===== config.mk =====
export PLATFORM = sky130hd
export DESIGN_NAME = wrdi_top
export DESIGN_NICKNAME = d
export VERILOG_FILES = /design/src/shared/wrdi_pkg.sv /design/src/hw/wrdi_top.sv /design/src/hw/wrdi_debounce.sv
export VERILOG_INCLUDE_DIRS = /design/src /design/src/shared
export SDC_FILE = /design/constraint.sdc
export NUM_CORES = 1
export LEC_CHECK = 0
export BUFFER_PORTS_ARGS = -buffer_cell sky130_fd_sc_hd__buf_4
export CAP_MARGIN = 20
export CORE_MARGIN = 4
export CORE_UTILIZATION = 55
export DETAILED_ROUTE_END_ITERATION = 12
export GPL_TIMING_DRIVEN = 0
export HOLD_SLACK_MARGIN = 0.06
export PLACE_DENSITY = 0.84
export SLEW_MARGIN = 0
export SYNTH_ARGS = -nofsm -noshare
export SYNTH_HDL_FRONTEND = slang
export SYNTH_SLANG_ARGS = --single-unit

===== constraint.sdc =====
create_clock -name clock_i -period 2.4 [get_ports clock_i]
set_input_delay 0.48 -clock clock_i [delete_from_list [all_inputs] [get_ports clock_i]]
set_output_delay 0.48 -clock clock_i [all_outputs]
set_load 0.02 [all_outputs]

===== src/shared/wrdi_consts.svh =====
// Named constants of the welder remote discrete-input port.
// Assumes a 20 MHz controller clock; included by the package and the top module.
`ifndef WRDI_CONSTS_SVH
`define WRDI_CONSTS_SVH

`define WRDI_CLK_HZ 20000000
`define WRDI_HV_LOCK_MS 2000
`define WRDI_HV_LOCK_CYC (`WRDI_HV_LOCK_MS * (`WRDI_CLK_HZ / 1000) + 1)
`define WRDI_DONE_MS 50
`define WRDI_DONE_CYC (`WRDI_DONE_MS * (`WRDI_CLK_HZ / 1000))
`define WRDI_DEB_US 500
`define WRDI_DEB_CYC (`WRDI_DEB_US * (`WRDI_CLK_HZ / 1000000))

`define WRDI_NBRANCH 3
`define WRDI_NPROG 5
`define WRDI_AW 8
`define WRDI_DW 32

`define WRDI_OFS_CTRL 8'h00
`define WRDI_OFS_CMD 8'h04
`define WRDI_OFS_STATUS 8'h08
`define WRDI_OFS_IRQ_STAT 8'h0c
`define WRDI_OFS_IRQ_MASK 8'h10

`define WRDI_CMD_FIRE 0
`define WRDI_CMD_HALT 1
`define WRDI_CMD_CLEAR 2

`define WRDI_NEV 4
`define WRDI_EV_FAULT 0
`define WRDI_EV_FLASH 1
`define WRDI_EV_FIRE 2
`define WRDI_EV_REFUSED 3

`define WRDI_CTRL_RST 10'h000
`define WRDI_MASK_RST 4'h0

`endif


===== src/shared/wrdi_pkg.sv =====
// Types shared by the welder remote discrete-input port.
// Assumes the constants header is on the include path.
package wrdi_pkg;
`include "wrdi_consts.svh"

  // Contact inputs, high while the contact pair is closed.
  typedef struct packed {
    logic hv;
    logic clr;
    logic trig;
    logic halt;
    logic aim;
    logic rem;
    logic [`WRDI_NBRANCH-1:0] branch;
    logic [`WRDI_NPROG-1:0] prog;
  } wrdi_contacts_t;

  // Front-panel settings held in the control register.
  typedef struct packed {
    logic [`WRDI_NPROG-1:0] prog;
    logic [`WRDI_NBRANCH-1:0] branch;
    logic aim;
    logic hv;
  } wrdi_panel_t;

  // Status register layout.
  typedef struct packed {
    logic [`WRDI_NPROG-1:0] prog;
    logic [`WRDI_NBRANCH-1:0] branch;
    logic aim;
    logic lock;
    logic remote;
    logic alarm;
    logic ready;
    logic hv;
  } wrdi_status_t;

  typedef enum logic [2:0] {
    HV_OFF = 3'b001,
    HV_ON = 3'b010,
    HV_LOCK = 3'b100
  } wrdi_hv_state_t;

endpackage : wrdi_pkg


===== src/hw/wrdi_top.sv =====
// Remote discrete-input control port of a pulsed laser welder.
// Assumes contact inputs arrive asynchronously, high while closed, and that
// the fault, charge, flash and repeat signals come from logic on clock_i.
// Summary of operation
// RULE1 - High voltage follows the closed control contact.
// RULE2 - No high voltage again within 2 s.
// RULE3 - Alarm holds until cause gone and clear closed.
// RULE4 - Controller holds trigger for DIP minimum time.
// RULE5 - Controller leaves trigger open 40 ms between.
// RULE6 - Controller holds halt closed with every trigger.
// RULE7 - Halt closure stops repeated output; hold 1 ms.
// RULE8 - Aiming light follows its closed contact.
// RULE9 - Remote inputs act only with remote enable.
// RULE10 - Branch inputs select the fiber input unit.
// RULE11 - Program number is weighted five-bit sum.
// RULE12 - Closed select contact reads as one.
// RULE13 - Ready needs high voltage and charged capacitor.
// RULE14 - Completion output pulses 50 ms per flash.
// RULE15 - Fault output opens until fault cleared.
// RULE16 - Acceptance output mirrors the remote enable.
// RULE17 - Contacts synchronised and debounced before use.
//
// Implementation choices: the plain strobed port and the placing of the registers.
`timescale 1ns/1ps
`include "wrdi_consts.svh"
module wrdi_top
  import wrdi_pkg::*;
#(
  parameter int HV_LOCK_CYC = `WRDI_HV_LOCK_CYC,
  parameter int DONE_CYC = `WRDI_DONE_CYC,
  parameter int DEB_CYC = `WRDI_DEB_CYC
) (
  // Clock and reset.
  input wire logic clock_i,
  input wire logic rstn_i,
  // Contact inputs from the controller.
  input wire wrdi_contacts_t contacts_i,
  // Internal device status.
  input wire logic fault_cause_i,
  input wire logic cap_charged_i,
  input wire logic flash_done_i,
  input wire logic repeat_active_i,
  // Register port.
  input wire logic [`WRDI_AW-1:0] addr_i,
  input wire logic [`WRDI_DW-1:0] wdata_i,
  input wire logic wr_i,
  input wire logic rd_i,
  output logic [`WRDI_DW-1:0] rdata_o,
  // Status contacts, high while closed.
  output logic hv_on_o,
  output logic ready_o,
  output logic trouble_ok_o,
  output logic done_o,
  output logic remote_ok_o,
  // Device commands.
  output logic aim_o,
  output logic [`WRDI_NBRANCH-1:0] branch_o,
  output logic [`WRDI_NPROG-1:0] program_o,
  output logic fire_o,
  output logic stop_o,
  output logic alarm_o,
  output logic irq_o
);
  localparam int NC = $bits(wrdi_contacts_t);
  localparam int LW = $clog2(HV_LOCK_CYC + 1);
  localparam int DCW = $clog2(DONE_CYC + 1);
  localparam int PW = $bits(wrdi_panel_t);
  localparam int SW = $bits(wrdi_status_t);

  logic [NC-1:0] raw_vec;
  logic [NC-1:0] db_vec;
  wrdi_contacts_t db;

  assign raw_vec = contacts_i;

  genvar gi;
  generate
    for (gi = 0; gi < NC; gi++)
    begin : g_deb
      wrdi_debounce #(
        .CNT(DEB_CYC)
      ) u_deb (
        .clock_i(clock_i),
        .rstn_i(rstn_i),
        .raw_i(raw_vec[gi]),
        .level_o(db_vec[gi])
      );
    end
  endgenerate

  assign db = wrdi_contacts_t'(db_vec);

  wrdi_hv_state_t hv_state_reg;
  wrdi_hv_state_t hv_state_next;
  logic [LW-1:0] lock_cnt_reg;
  logic [LW-1:0] lock_cnt_next;
  logic [DCW-1:0] done_cnt_reg;
  logic [DCW-1:0] done_cnt_next;
  wrdi_panel_t panel_reg;
  wrdi_panel_t panel_next;
  logic [`WRDI_NEV-1:0] irq_stat_reg;
  logic [`WRDI_NEV-1:0] irq_stat_next;
  logic [`WRDI_NEV-1:0] irq_mask_reg;
  logic [`WRDI_NEV-1:0] irq_mask_next;
  logic [`WRDI_NEV-1:0] ev;
  logic [`WRDI_DW-1:0] rdata_reg;
  logic [`WRDI_DW-1:0] rdata_next;
  logic hv_cmd_prev_reg;
  logic trig_prev_reg;
  logic halt_prev_reg;
  logic alarm_reg;
  logic alarm_next;
  logic hv_on_reg;
  logic hv_on_next;
  logic ready_reg;
  logic ready_next;
  logic trouble_reg;
  logic done_reg;
  logic done_next;
  logic remote_reg;
  logic aim_reg;
  logic aim_next;
  logic [`WRDI_NBRANCH-1:0] branch_reg;
  logic [`WRDI_NBRANCH-1:0] branch_next;
  logic [`WRDI_NPROG-1:0] prog_reg;
  logic [`WRDI_NPROG-1:0] prog_next;
  logic fire_reg;
  logic fire_next;
  logic stop_reg;
  logic stop_next;
  logic irq_reg;
  logic cmd_wr;
  logic hv_cmd;
  logic trig_rise;
  logic halt_rise;
  logic clear_cmd;
  wrdi_status_t status;

  // Source selection: remote contacts, or the panel settings and command register writes.
  always_comb
  begin
    cmd_wr = wr_i && addr_i == `WRDI_OFS_CMD;
    if (db.rem) // RULE9
    begin
      hv_cmd = db.hv;
      trig_rise = db.trig && !trig_prev_reg;
      halt_rise = db.halt && !halt_prev_reg;
      clear_cmd = db.clr;
      aim_next = db.aim; // RULE8
      branch_next = db.branch; // RULE10
      prog_next = db.prog; // RULE11 RULE12
    end
    else
    begin
      hv_cmd = panel_reg.hv;
      trig_rise = cmd_wr && wdata_i[`WRDI_CMD_FIRE];
      halt_rise = cmd_wr && wdata_i[`WRDI_CMD_HALT];
      clear_cmd = cmd_wr && wdata_i[`WRDI_CMD_CLEAR];
      aim_next = panel_reg.aim;
      branch_next = panel_reg.branch;
      prog_next = panel_reg.prog;
    end
  end

  // High voltage with restart lockout; the lockout ignores the command.
  always_comb
  begin
    hv_state_next = hv_state_reg;
    lock_cnt_next = lock_cnt_reg;
    case (hv_state_reg)
      HV_OFF:
        if (hv_cmd)
          hv_state_next = HV_ON; // RULE1
      HV_ON:
        if (!hv_cmd)
        begin
          hv_state_next = HV_LOCK; // RULE1
          lock_cnt_next = LW'(HV_LOCK_CYC - 1); // RULE2
        end
      HV_LOCK:
        if (lock_cnt_reg == '0)
          hv_state_next = HV_OFF;
        else
          lock_cnt_next = lock_cnt_reg - LW'(1); // RULE2
      default:
        hv_state_next = HV_OFF;
    endcase
    hv_on_next = hv_state_next == HV_ON;
    ready_next = hv_on_next && cap_charged_i; // RULE13
  end

  // Alarm, emission commands and the completion pulse.
  always_comb
  begin
    alarm_next = alarm_reg;
    if (fault_cause_i)
      alarm_next = 1'b1; // RULE3
    else if (clear_cmd)
      alarm_next = 1'b0; // RULE3
    fire_next = trig_rise && ready_reg && !alarm_reg;
    stop_next = halt_rise && repeat_active_i; // RULE7
    done_cnt_next = done_cnt_reg;
    if (flash_done_i)
      done_cnt_next = DCW'(DONE_CYC - 1); // RULE14
    else if (done_cnt_reg != '0)
      done_cnt_next = done_cnt_reg - DCW'(1);
    done_next = flash_done_i || done_cnt_reg != '0; // RULE14
  end

  // Register port and sticky interrupt status; a new event beats a clear.
  always_comb
  begin
    panel_next = panel_reg;
    irq_mask_next = irq_mask_reg;
    ev = '0;
    ev[`WRDI_EV_FAULT] = fault_cause_i && !alarm_reg;
    ev[`WRDI_EV_FLASH] = flash_done_i;
    ev[`WRDI_EV_FIRE] = fire_next;
    ev[`WRDI_EV_REFUSED] = hv_state_reg == HV_LOCK && hv_cmd && !hv_cmd_prev_reg;
    irq_stat_next = irq_stat_reg;
    if (wr_i && addr_i == `WRDI_OFS_CTRL)
      panel_next = wrdi_panel_t'(wdata_i[PW-1:0]);
    if (wr_i && addr_i == `WRDI_OFS_IRQ_MASK)
      irq_mask_next = wdata_i[`WRDI_NEV-1:0];
    if (wr_i && addr_i == `WRDI_OFS_IRQ_STAT)
      irq_stat_next = irq_stat_reg & ~wdata_i[`WRDI_NEV-1:0];
    irq_stat_next = irq_stat_next | ev;
    status.prog = prog_reg;
    status.branch = branch_reg;
    status.aim = aim_reg;
    status.lock = hv_state_reg == HV_LOCK;
    status.remote = remote_reg;
    status.alarm = alarm_reg;
    status.ready = ready_reg;
    status.hv = hv_on_reg;
    rdata_next = '0;
    if (rd_i)
    begin
      case (addr_i)
        `WRDI_OFS_CTRL: rdata_next = {{(`WRDI_DW - PW){1'b0}}, panel_reg};
        `WRDI_OFS_STATUS: rdata_next = {{(`WRDI_DW - SW){1'b0}}, status};
        `WRDI_OFS_IRQ_STAT: rdata_next = {{(`WRDI_DW - `WRDI_NEV){1'b0}}, irq_stat_reg};
        `WRDI_OFS_IRQ_MASK: rdata_next = {{(`WRDI_DW - `WRDI_NEV){1'b0}}, irq_mask_reg};
        default: rdata_next = '0;
      endcase
    end
  end

  always_ff @(posedge clock_i or negedge rstn_i)
  begin
    if (!rstn_i)
    begin
      hv_state_reg <= HV_OFF;
      lock_cnt_reg <= '0;
      done_cnt_reg <= '0;
      panel_reg <= wrdi_panel_t'(`WRDI_CTRL_RST);
      irq_stat_reg <= '0;
      irq_mask_reg <= `WRDI_MASK_RST;
      rdata_reg <= '0;
      hv_cmd_prev_reg <= 1'b0;
      trig_prev_reg <= 1'b0;
      halt_prev_reg <= 1'b0;
      alarm_reg <= 1'b0;
      hv_on_reg <= 1'b0;
      ready_reg <= 1'b0;
      trouble_reg <= 1'b1;
      done_reg <= 1'b0;
      remote_reg <= 1'b0;
      aim_reg <= 1'b0;
      branch_reg <= '0;
      prog_reg <= '0;
      fire_reg <= 1'b0;
      stop_reg <= 1'b0;
      irq_reg <= 1'b0;
    end
    else
    begin
      hv_state_reg <= hv_state_next;
      lock_cnt_reg <= lock_cnt_next;
      done_cnt_reg <= done_cnt_next;
      panel_reg <= panel_next;
      irq_stat_reg <= irq_stat_next;
      irq_mask_reg <= irq_mask_next;
      rdata_reg <= rdata_next;
      hv_cmd_prev_reg <= hv_cmd;
      trig_prev_reg <= db.trig;
      halt_prev_reg <= db.halt;
      alarm_reg <= alarm_next;
      hv_on_reg <= hv_on_next;
      ready_reg <= ready_next;
      trouble_reg <= !alarm_next; // RULE15
      done_reg <= done_next;
      remote_reg <= db.rem; // RULE16
      aim_reg <= aim_next;
      branch_reg <= branch_next;
      prog_reg <= prog_next;
      fire_reg <= fire_next;
      stop_reg <= stop_next;
      irq_reg <= |(irq_stat_next & irq_mask_next);
    end
  end

  assign rdata_o = rdata_reg;
  assign hv_on_o = hv_on_reg;
  assign ready_o = ready_reg;
  assign trouble_ok_o = trouble_reg;
  assign done_o = done_reg;
  assign remote_ok_o = remote_reg;
  assign aim_o = aim_reg;
  assign branch_o = branch_reg;
  assign program_o = prog_reg;
  assign fire_o = fire_reg;
  assign stop_o = stop_reg;
  assign alarm_o = alarm_reg;
  assign irq_o = irq_reg;
endmodule : wrdi_top


===== src/hw/wrdi_debounce.sv =====
// One contact input: three-stage synchroniser followed by a debounce counter.
// Assumes raw_i is asynchronous to clock_i.
`timescale 1ns/1ps
module wrdi_debounce #(
  parameter int CNT = 10000
) (
  // Clock and reset.
  input wire logic clock_i,
  input wire logic rstn_i,
  // Contact level in and clean level out.
  input wire logic raw_i,
  output logic level_o
);
  localparam int CW = $clog2(CNT + 1);

  logic s1_reg;
  logic s2_reg;
  logic s3_reg;
  logic level_reg;
  logic level_next;
  logic [CW-1:0] cnt_reg;
  logic [CW-1:0] cnt_next;

  // A change is only counted while the second and third stages agree, so
  // the first stage never feeds any decision.
  always_comb
  begin
    cnt_next = '0;
    level_next = level_reg;
    if (s2_reg == s3_reg && s3_reg != level_reg)
    begin
      if (cnt_reg == CW'(CNT - 1))
        level_next = s3_reg; // RULE17
      else
        cnt_next = cnt_reg + CW'(1);
    end
  end

  always_ff @(posedge clock_i or negedge rstn_i)
  begin
    if (!rstn_i)
    begin
      s1_reg <= 1'b0;
      s2_reg <= 1'b0;
      s3_reg <= 1'b0;
      level_reg <= 1'b0;
      cnt_reg <= '0;
    end
    else
    begin
      s1_reg <= raw_i;
      s2_reg <= s1_reg;
      s3_reg <= s2_reg;
      level_reg <= level_next;
      cnt_reg <= cnt_next;
    end
  end

  assign level_o = level_reg;

endmodule : wrdi_debounce


==> impl_metrics.yaml, run 1 <==
floorplanning:
  initial_core_util_pct: 56.5
  die_area_um2: 31600
  core_region_area_um2: 28100
  ios: 112
  placementRows: 61
  die_h_um: 178
  die_x_um: 178
synthesis:
  synth-seq-cells: 354
  synth_ff_type: "dfrtp_1"
  yosys_warnings: 0
  synth-edff-count: 0
  netlist_instances: 1527
  avgSynthCellArea_um2: 10.4
  synth-async-reset-ratio_pct: 100
  ys_types: 66
  netlist_area_um2: 15900
  yosysSeqAreaShare_pct: 55.9
placement:
  io_buffer_count: 70
  dp_hpwl_um: 21900
  post_dp_cell_area_um2: 17000
  dp_cells: 1997
  routabilityCongestion: 0.855
cts:
  cts_tree: "built"
  cts.sinks: 354
  root_buffer: "clkbuf_16"
  cts_buffers: 36
  ctsHtreeMaxLevel: 2
  path_clk_slew_ns: 0.06
  cts_max_path_buffers: 3
  worst_skew_pair.late_latency_ns: 0.51
global_route:
  grtUsageTotal_pct: 20.8
  overflow: 0
  grt_pass1_vias: 11400
  grt_first_pass_wirelength_um: 54200
  antenna_found_initial: 2
  grt_max_degree: 126
critical_path:
  worstPathRequired_ns: 2.79
  r2r_slack_ns: -0.07
  crit_path_top_delay_cell: "or4_4"
  max_stage_delay_ns: 0.58
  startpoint_type: "register"
  worstSetupPathType: "register to register"
  end_kind: "register"
  critical_path.max_fanout: 9
  crit_buf_inv: 1
  cp_top_family: "simple AND/OR/NAND/NOR gates"
  cp.arrival_ns: 2.85
  crit_chain: "or4_4 -> nor3_2 -> and4_1 -> buf_4 -> nor3_1 -> or3b_2"
route:
  avgViaCountPerCell: 5.56
  detail_route.wl_per_cell_um: 15.7
  drt-total-wl_um: 32500
  vias: 11500
  initialDrtViolationCount: 843
  drc: 0
  ant_nets: 0
  firstDrtPassIters: 5
run_status:
  status: "complete, but fails checks"
  violations: "negative setup slack"
sta:
  fin_ws_ns: -0.0678
  finClkSkew_ns: 0.00812
  finalCriticalPeriod_ns: 2.47
  period_share_pct: 103
  fmax_mhz: 405
  rsz0062_at_grt: "true"
  setup_violations: 2
  slew_headroom_pct: 46.1
  slew_viol_final: 0
  finalHoldViolCount: 0
  worst_slew_pin_slew_ns: 0.809
final_layout:
  fin_util_pct: 65.8
  finalNonFillerCells: 2073
  largest_reg_flops: 196
  area_delta_synth_final_pct: 16.5
  final_cell_area_um2: 18500
  drive_above_1_share_pct: 13.6
  nets: 1749
pwr:
  power.density_nw_per_um2: 669
  power.leakage_uw: 0.00818
  p_total_uw: 12400
  irDropWorstVdd_mv: 0.545
job:
  maxCapViolations: 0
hold_path:
  hold_path_class: "input pin to asynchronous set/reset pin"
## final cells by class
| cell class | instances | area (µm²) |
|---|---|---|
| fillers | 2102 | 9610 |
| inverters | 26 | 97.6 |
| clock inverters | 15 | 161 |
| repair buffers | 93 | 796 |
| plain buffers | 49 | 274 |
| flip-flops and latches | 354 | 8860 |
| multi-input cells | 1111 | 6780 |
| well taps | 378 | 473 |
| clock buffers | 46 | 1020 |
| diodes | 1 | 2.50 |
## where the power goes
part | switching [µW] | internal [µW] | total, µW
Sequential | 88.1 | 6070 | 6160
Combinational | 398 | 243 | 641
Clock | 2240 | 3320 | 5560
## per-layer routing
| metal | up-vias | global-route usage, % | routed length, µm |
|---|---|---|---|
| met3 | 64 | 3.83 | 1570 |
| li1 | 5524 | - | - |
| met5 | - | 0 | 11 |
| met1 | 5697 | 27.7 | 14200 |
| met4 | 2 | 6.70 | 807 |
| met2 | 246 | 34.7 | 16000 |
## logic make-up (layout without fill, tap and decap cells)
kind of cell / after synthesis / count (layout) / share of synthesized area, %
buffers and inverters: 79 / 229 / 2.32
xor gates and xnor gates: 191 / 191 / 10.5
adders and majority gates: 16 / 16 / 1.26
other: 1 / 19 / 0.0236
DFF: 354 / 354 / 55.9
AOI/OAI and AO/OA: 121 / 121 / 5.63
and+or+nand+nor: 734 / 734 / 22.2
muxes: 31 / 31 / 2.15
## per-stage QoR
stage / setup WS (ns) / hold WS [ns] / TNS (ns)
detailed placement: -0.296 / 0.335 / -5.02
finish: -0.0678 / 0.0457 / -0.106
floorplan: 0.0310 / 0.184 / 0
global placement: -2.37 / 0.332 / -848.30
CTS: -0.00843 / 0.0614 / -0.0160
global route: -0.132 / 0.0638 / -0.376
## cell usage after synthesis (all sizes together), types with 22 or more instances
cell type | n | share of area, %
xor2 | 94 | 5.2
mux2 | 24 | 1.7
nor2 | 281 | 6.7
nand4 | 31 | 1.2
clkbuf | 31 | 0.73
nand3 | 102 | 3.2
nand2 | 129 | 3.1
dfrtp | 352 | 56
o21ai | 36 | 1.1
and3 | 46 | 1.8
nor3 | 39 | 1.2
xnor2 | 97 | 5.4
inv | 25 | 0.59
buf | 22 | 0.97
## final timing paths
check | from | cells past startpoint | end
worst max-delay path | lock_cnt_reg[11] | 6 | lock_cnt_reg[17]
worst min-delay path | rstn_i | 2 | g_deb[7].u_deb.cnt_reg[9]
worst min register to register | g_deb[12].u_deb.s1_reg | 0 | g_deb[12].u_deb.s2_reg
min in group clock_i | contacts_i[13] | 1 | g_deb[13].u_deb.s1_reg
max in group asynchronous | rstn_i | 3 | g_deb[5].u_deb.cnt_reg[13]
worst max register to register | lock_cnt_reg[11] | 6 | lock_cnt_reg[17]
## cells in the final DEF (no fill, tap or decap), drive strengths merged, types with 13 or more instances in the layout
| cell | count |
|---|---|
| a21bo | 14 |
| a41o | 13 |
| and3 | 46 |
| buf | 103 |
| clkbuf | 72 |
| conb | 18 |
| dfrtp | 352 |
| dlygate4sd3 | 13 |
| ha | 16 |
| inv | 25 |
| mux2 | 24 |
| nand2 | 129 |
| nand3 | 102 |
| nand4 | 31 |
| nor2 | 281 |
| nor3 | 39 |
| nor4 | 20 |
| o21ai | 36 |
| xnor2 | 97 |
| xor2 | 94 |
## repair_timing
item | 4_1_cts | 5_1_grt
pin swaps | 4 | 0
hold endpoints to repair | 7 | 6
setup endpoints to repair | 17 | 31
gates resized for setup | 12 | 18
hold buffers | 7 | 6
setup buffers | 3 | 2
No activity file was read; power rests on OpenSTA's default activity.
==> run 2, diff against run 1 <==
--- a/config.mk
+++ b/config.mk
@@ -14,6 +14,7 @@
 export GPL_TIMING_DRIVEN = 0
 export HOLD_SLACK_MARGIN = 0.06
 export PLACE_DENSITY = 0.84
+export REMOVE_ABC_BUFFERS = 1
 export SLEW_MARGIN = 0
 export SYNTH_ARGS = -nofsm -noshare
 export SYNTH_HDL_FRONTEND = slang
==> run 2 against run 1 <==
Compared with the run above: largest cell class unchanged; critical path depth decreased by 1; maximum frequency rose by 3.6%; via count decreased by 0.75%; non-clock buffer count decreased by 47; critical path type unchanged; largest power group unchanged; cell count shrank 1.9%; hold slack gained 0.032 ns; setup slack better by 0.086 ns; the run now ends clean.
==> impl_metrics.yaml, run 2 (synthesized netlist as in run 1, its figures left out) <==
global_route:
  grt_pass1_vias: 11700
  grt_max_degree: 122
  grtUsageTotal_pct: 21.3
  grt_first_pass_wirelength_um: 56200
  antenna_found_initial: 2
  overflow: 0
floorplanning:
  die_h_um: 178
  ios: 112
  core_region_area_um2: 28100
  placementRows: 61
  die_x_um: 178
  die_area_um2: 31600
  initial_core_util_pct: 56.5
pwr:
  power.leakage_uw: 0.00812
  p_total_uw: 12800
  power.density_nw_per_um2: 695
  irDropWorstVdd_mv: 0.466
sta:
  whs_ns: 0.0782
  finClkSkew_ns: 0.0190
  slew_viol_final: 0
  fmax_mhz: 420
  finalHoldViolCount: 0
  rsz0062_at_grt: "true"
  period_share_pct: 99.2
  finalCriticalPeriod_ns: 2.38
  setup_violations: 0
  fin_ws_ns: 0.0187
  slew_headroom_pct: 52.0
  worst_slew_pin_slew_ns: 0.717
placement:
  routabilityCongestion: 0.826
  place_ws_ns: -1.13
  dp_hpwl_um: 21500
  io_buffer_count: 71
critical_path:
  startpoint_type: "register"
  r2r_slack_ns: 0.02
  crit_buf_inv: 0
  max_stage_delay_ns: 0.59
  crit_path_top_delay_cell: "or4_4"
  cp.arrival_ns: 2.81
  critical_path.max_fanout: 5
  worstReg2RegStart: "lock_cnt_reg[10]"
  worstSetupPathType: "register to register"
  critPathCapture: "lock_cnt_reg[23]"
  r2r_cells: 5
  worstPathRequired_ns: 2.83
  r2r-end: "lock_cnt_reg[23]"
  crit_start: "lock_cnt_reg[10]"
  end_kind: "register"
  crit_chain: "or4_4 -> or3_4 -> a2111o_1 -> or4_1 -> a21oi_1"
  cp_num_cells: 5
  cp_top_family: "simple AND/OR/NAND/NOR gates"
route:
  avgViaCountPerCell: 5.63
  initialDrtViolationCount: 901
  drt-total-wl_um: 33300
  vias: 11400
  drc: 0
  detail_route.wl_per_cell_um: 16.4
  ant_nets: 0
  firstDrtPassIters: 5
cts:
  cts_buffers: 38
  ctsHtreeMaxLevel: 2
  cts_tree: "built"
  worst_skew_pair.late_latency_ns: 0.52
  cts.sinks: 354
  root_buffer: "clkbuf_16"
  cts_max_path_buffers: 3
  path_clk_slew_ns: 0.06
final_layout:
  nets: 1704
  drive_above_1_share_pct: 13.5
  regArea_um2: 8870
  largest_reg_flops: 196
  multiInputGateArea_um2: 6850
  fill_cells: 2195
  final_common_cell: "dfrtp_1"
  area_delta_synth_final_pct: 15.9
  final_cell_mix: "dfrtp_1, nor2_1, nand2_1"
hold_path:
  hold_path_class: "input pin to register"
job:
  maxCapViolations: 0
run_status:
  status: "finished clean"
[run 2: changes by cell type in the layout (fill, tap and decap cells not counted), moves of 2 or more]
| cell | previous run | this run |
|---|---|---|
| clkinv_2 | 8 | 10 |
| inv_6 | 0 | 2 |
| nor4_2 | 5 | 3 |
| clkbuf_8 | 6 | 3 |
| clkbuf_16 | 37 | 39 |
| dlygate4sd3_1 | 13 | 9 |
| buf_4 | 95 | 81 |
| nor3_4 | 1 | 3 |
| nor4_4 | 0 | 2 |
| clkbuf_1 | 29 | 6 |
| bufinv_16 | 3 | 5 |
| buf_6 | 2 | 0 |
[run 2: stage by stage]
| stage | TNS, ns | cell area [µm²] | std cells | util [%] |
|---|---|---|---|---|
| after detailed placement | -29.58 | 16800 | 1945 | 59.7 |
| after global routing | -0.0666 | 18400 | 2033 | 65.4 |
| final | 0 | 18400 | 2033 | 65.4 |
| after global placement | -898.23 | 16700 | 1940 | 59.3 |
| after floorplan | -7.63 | 15700 | 1491 | - |
| after CTS | 0 | 18200 | 2026 | 64.9 |
[run 2: repair_timing]
| item | in CTS | in global routing |
|---|---|---|
| setup endpoints to repair | 62 | 31 |
| resized for setup | 17 | 18 |
| hold endpoints to repair | 32 | 1 |
| buffers inserted | 5 | 5 |
| pin swaps | 2 | 2 |
| hold buffers | 8 | 1 |
[run 2: how the worst min path moves through the flow]
stage / from / slack [ns] / to / cells after the start
final: contacts_i[9] / 0.08 / g_deb[9].u_deb.s1_reg / 1
after global routing: contacts_i[9] / 0.06 / g_deb[9].u_deb.s1_reg / 1
after CTS: contacts_i[2] / 0.06 / g_deb[2].u_deb.s1_reg / 1
after detailed placement: g_deb[1].u_deb.s1_reg / 0.33 / g_deb[1].u_deb.s2_reg / 0
after global placement: g_deb[3].u_deb.s1_reg / 0.34 / g_deb[3].u_deb.s2_reg / 0
after floorplan: rstn_i / 0.18 / aim_o / 0
[run 2: worst register-to-register path, stage by stage (launching register included)]
cell	delay, ns
dfrtp_1	0.40
or4_4	0.59
or3_4	0.39
a2111o_1	0.36
or4_1	0.41
a21oi_1	0.16
[run 2: power by group]
| part | internal (µW) | switching (µW) |
|---|---|---|
| Sequential | 6070 | 88.9 |
| Combinational | 236 | 404 |
| Clock | 3620 | 2340 |
[run 2: layer usage]
metal  GRT usage [%]  wire length (µm)
met5               0                13
met4            7.35               944
met3            3.11              1440
met2            36.4             16700
met1            28.1             14200
[run 2: cell type report]
| cell class | instances | area share [%] |
|---|---|---|
| flip-flops and latches | 354 | 48.3 |
| inverters | 26 | 0.531 |
| repair buffers | 95 | 4.36 |
| well taps | 378 | 2.57 |
| clock buffers | 48 | 5.66 |
| multi-input cells | 1111 | 37.3 |
| clock inverters | 20 | 1.31 |
| diodes | 1 | 0.0136 |
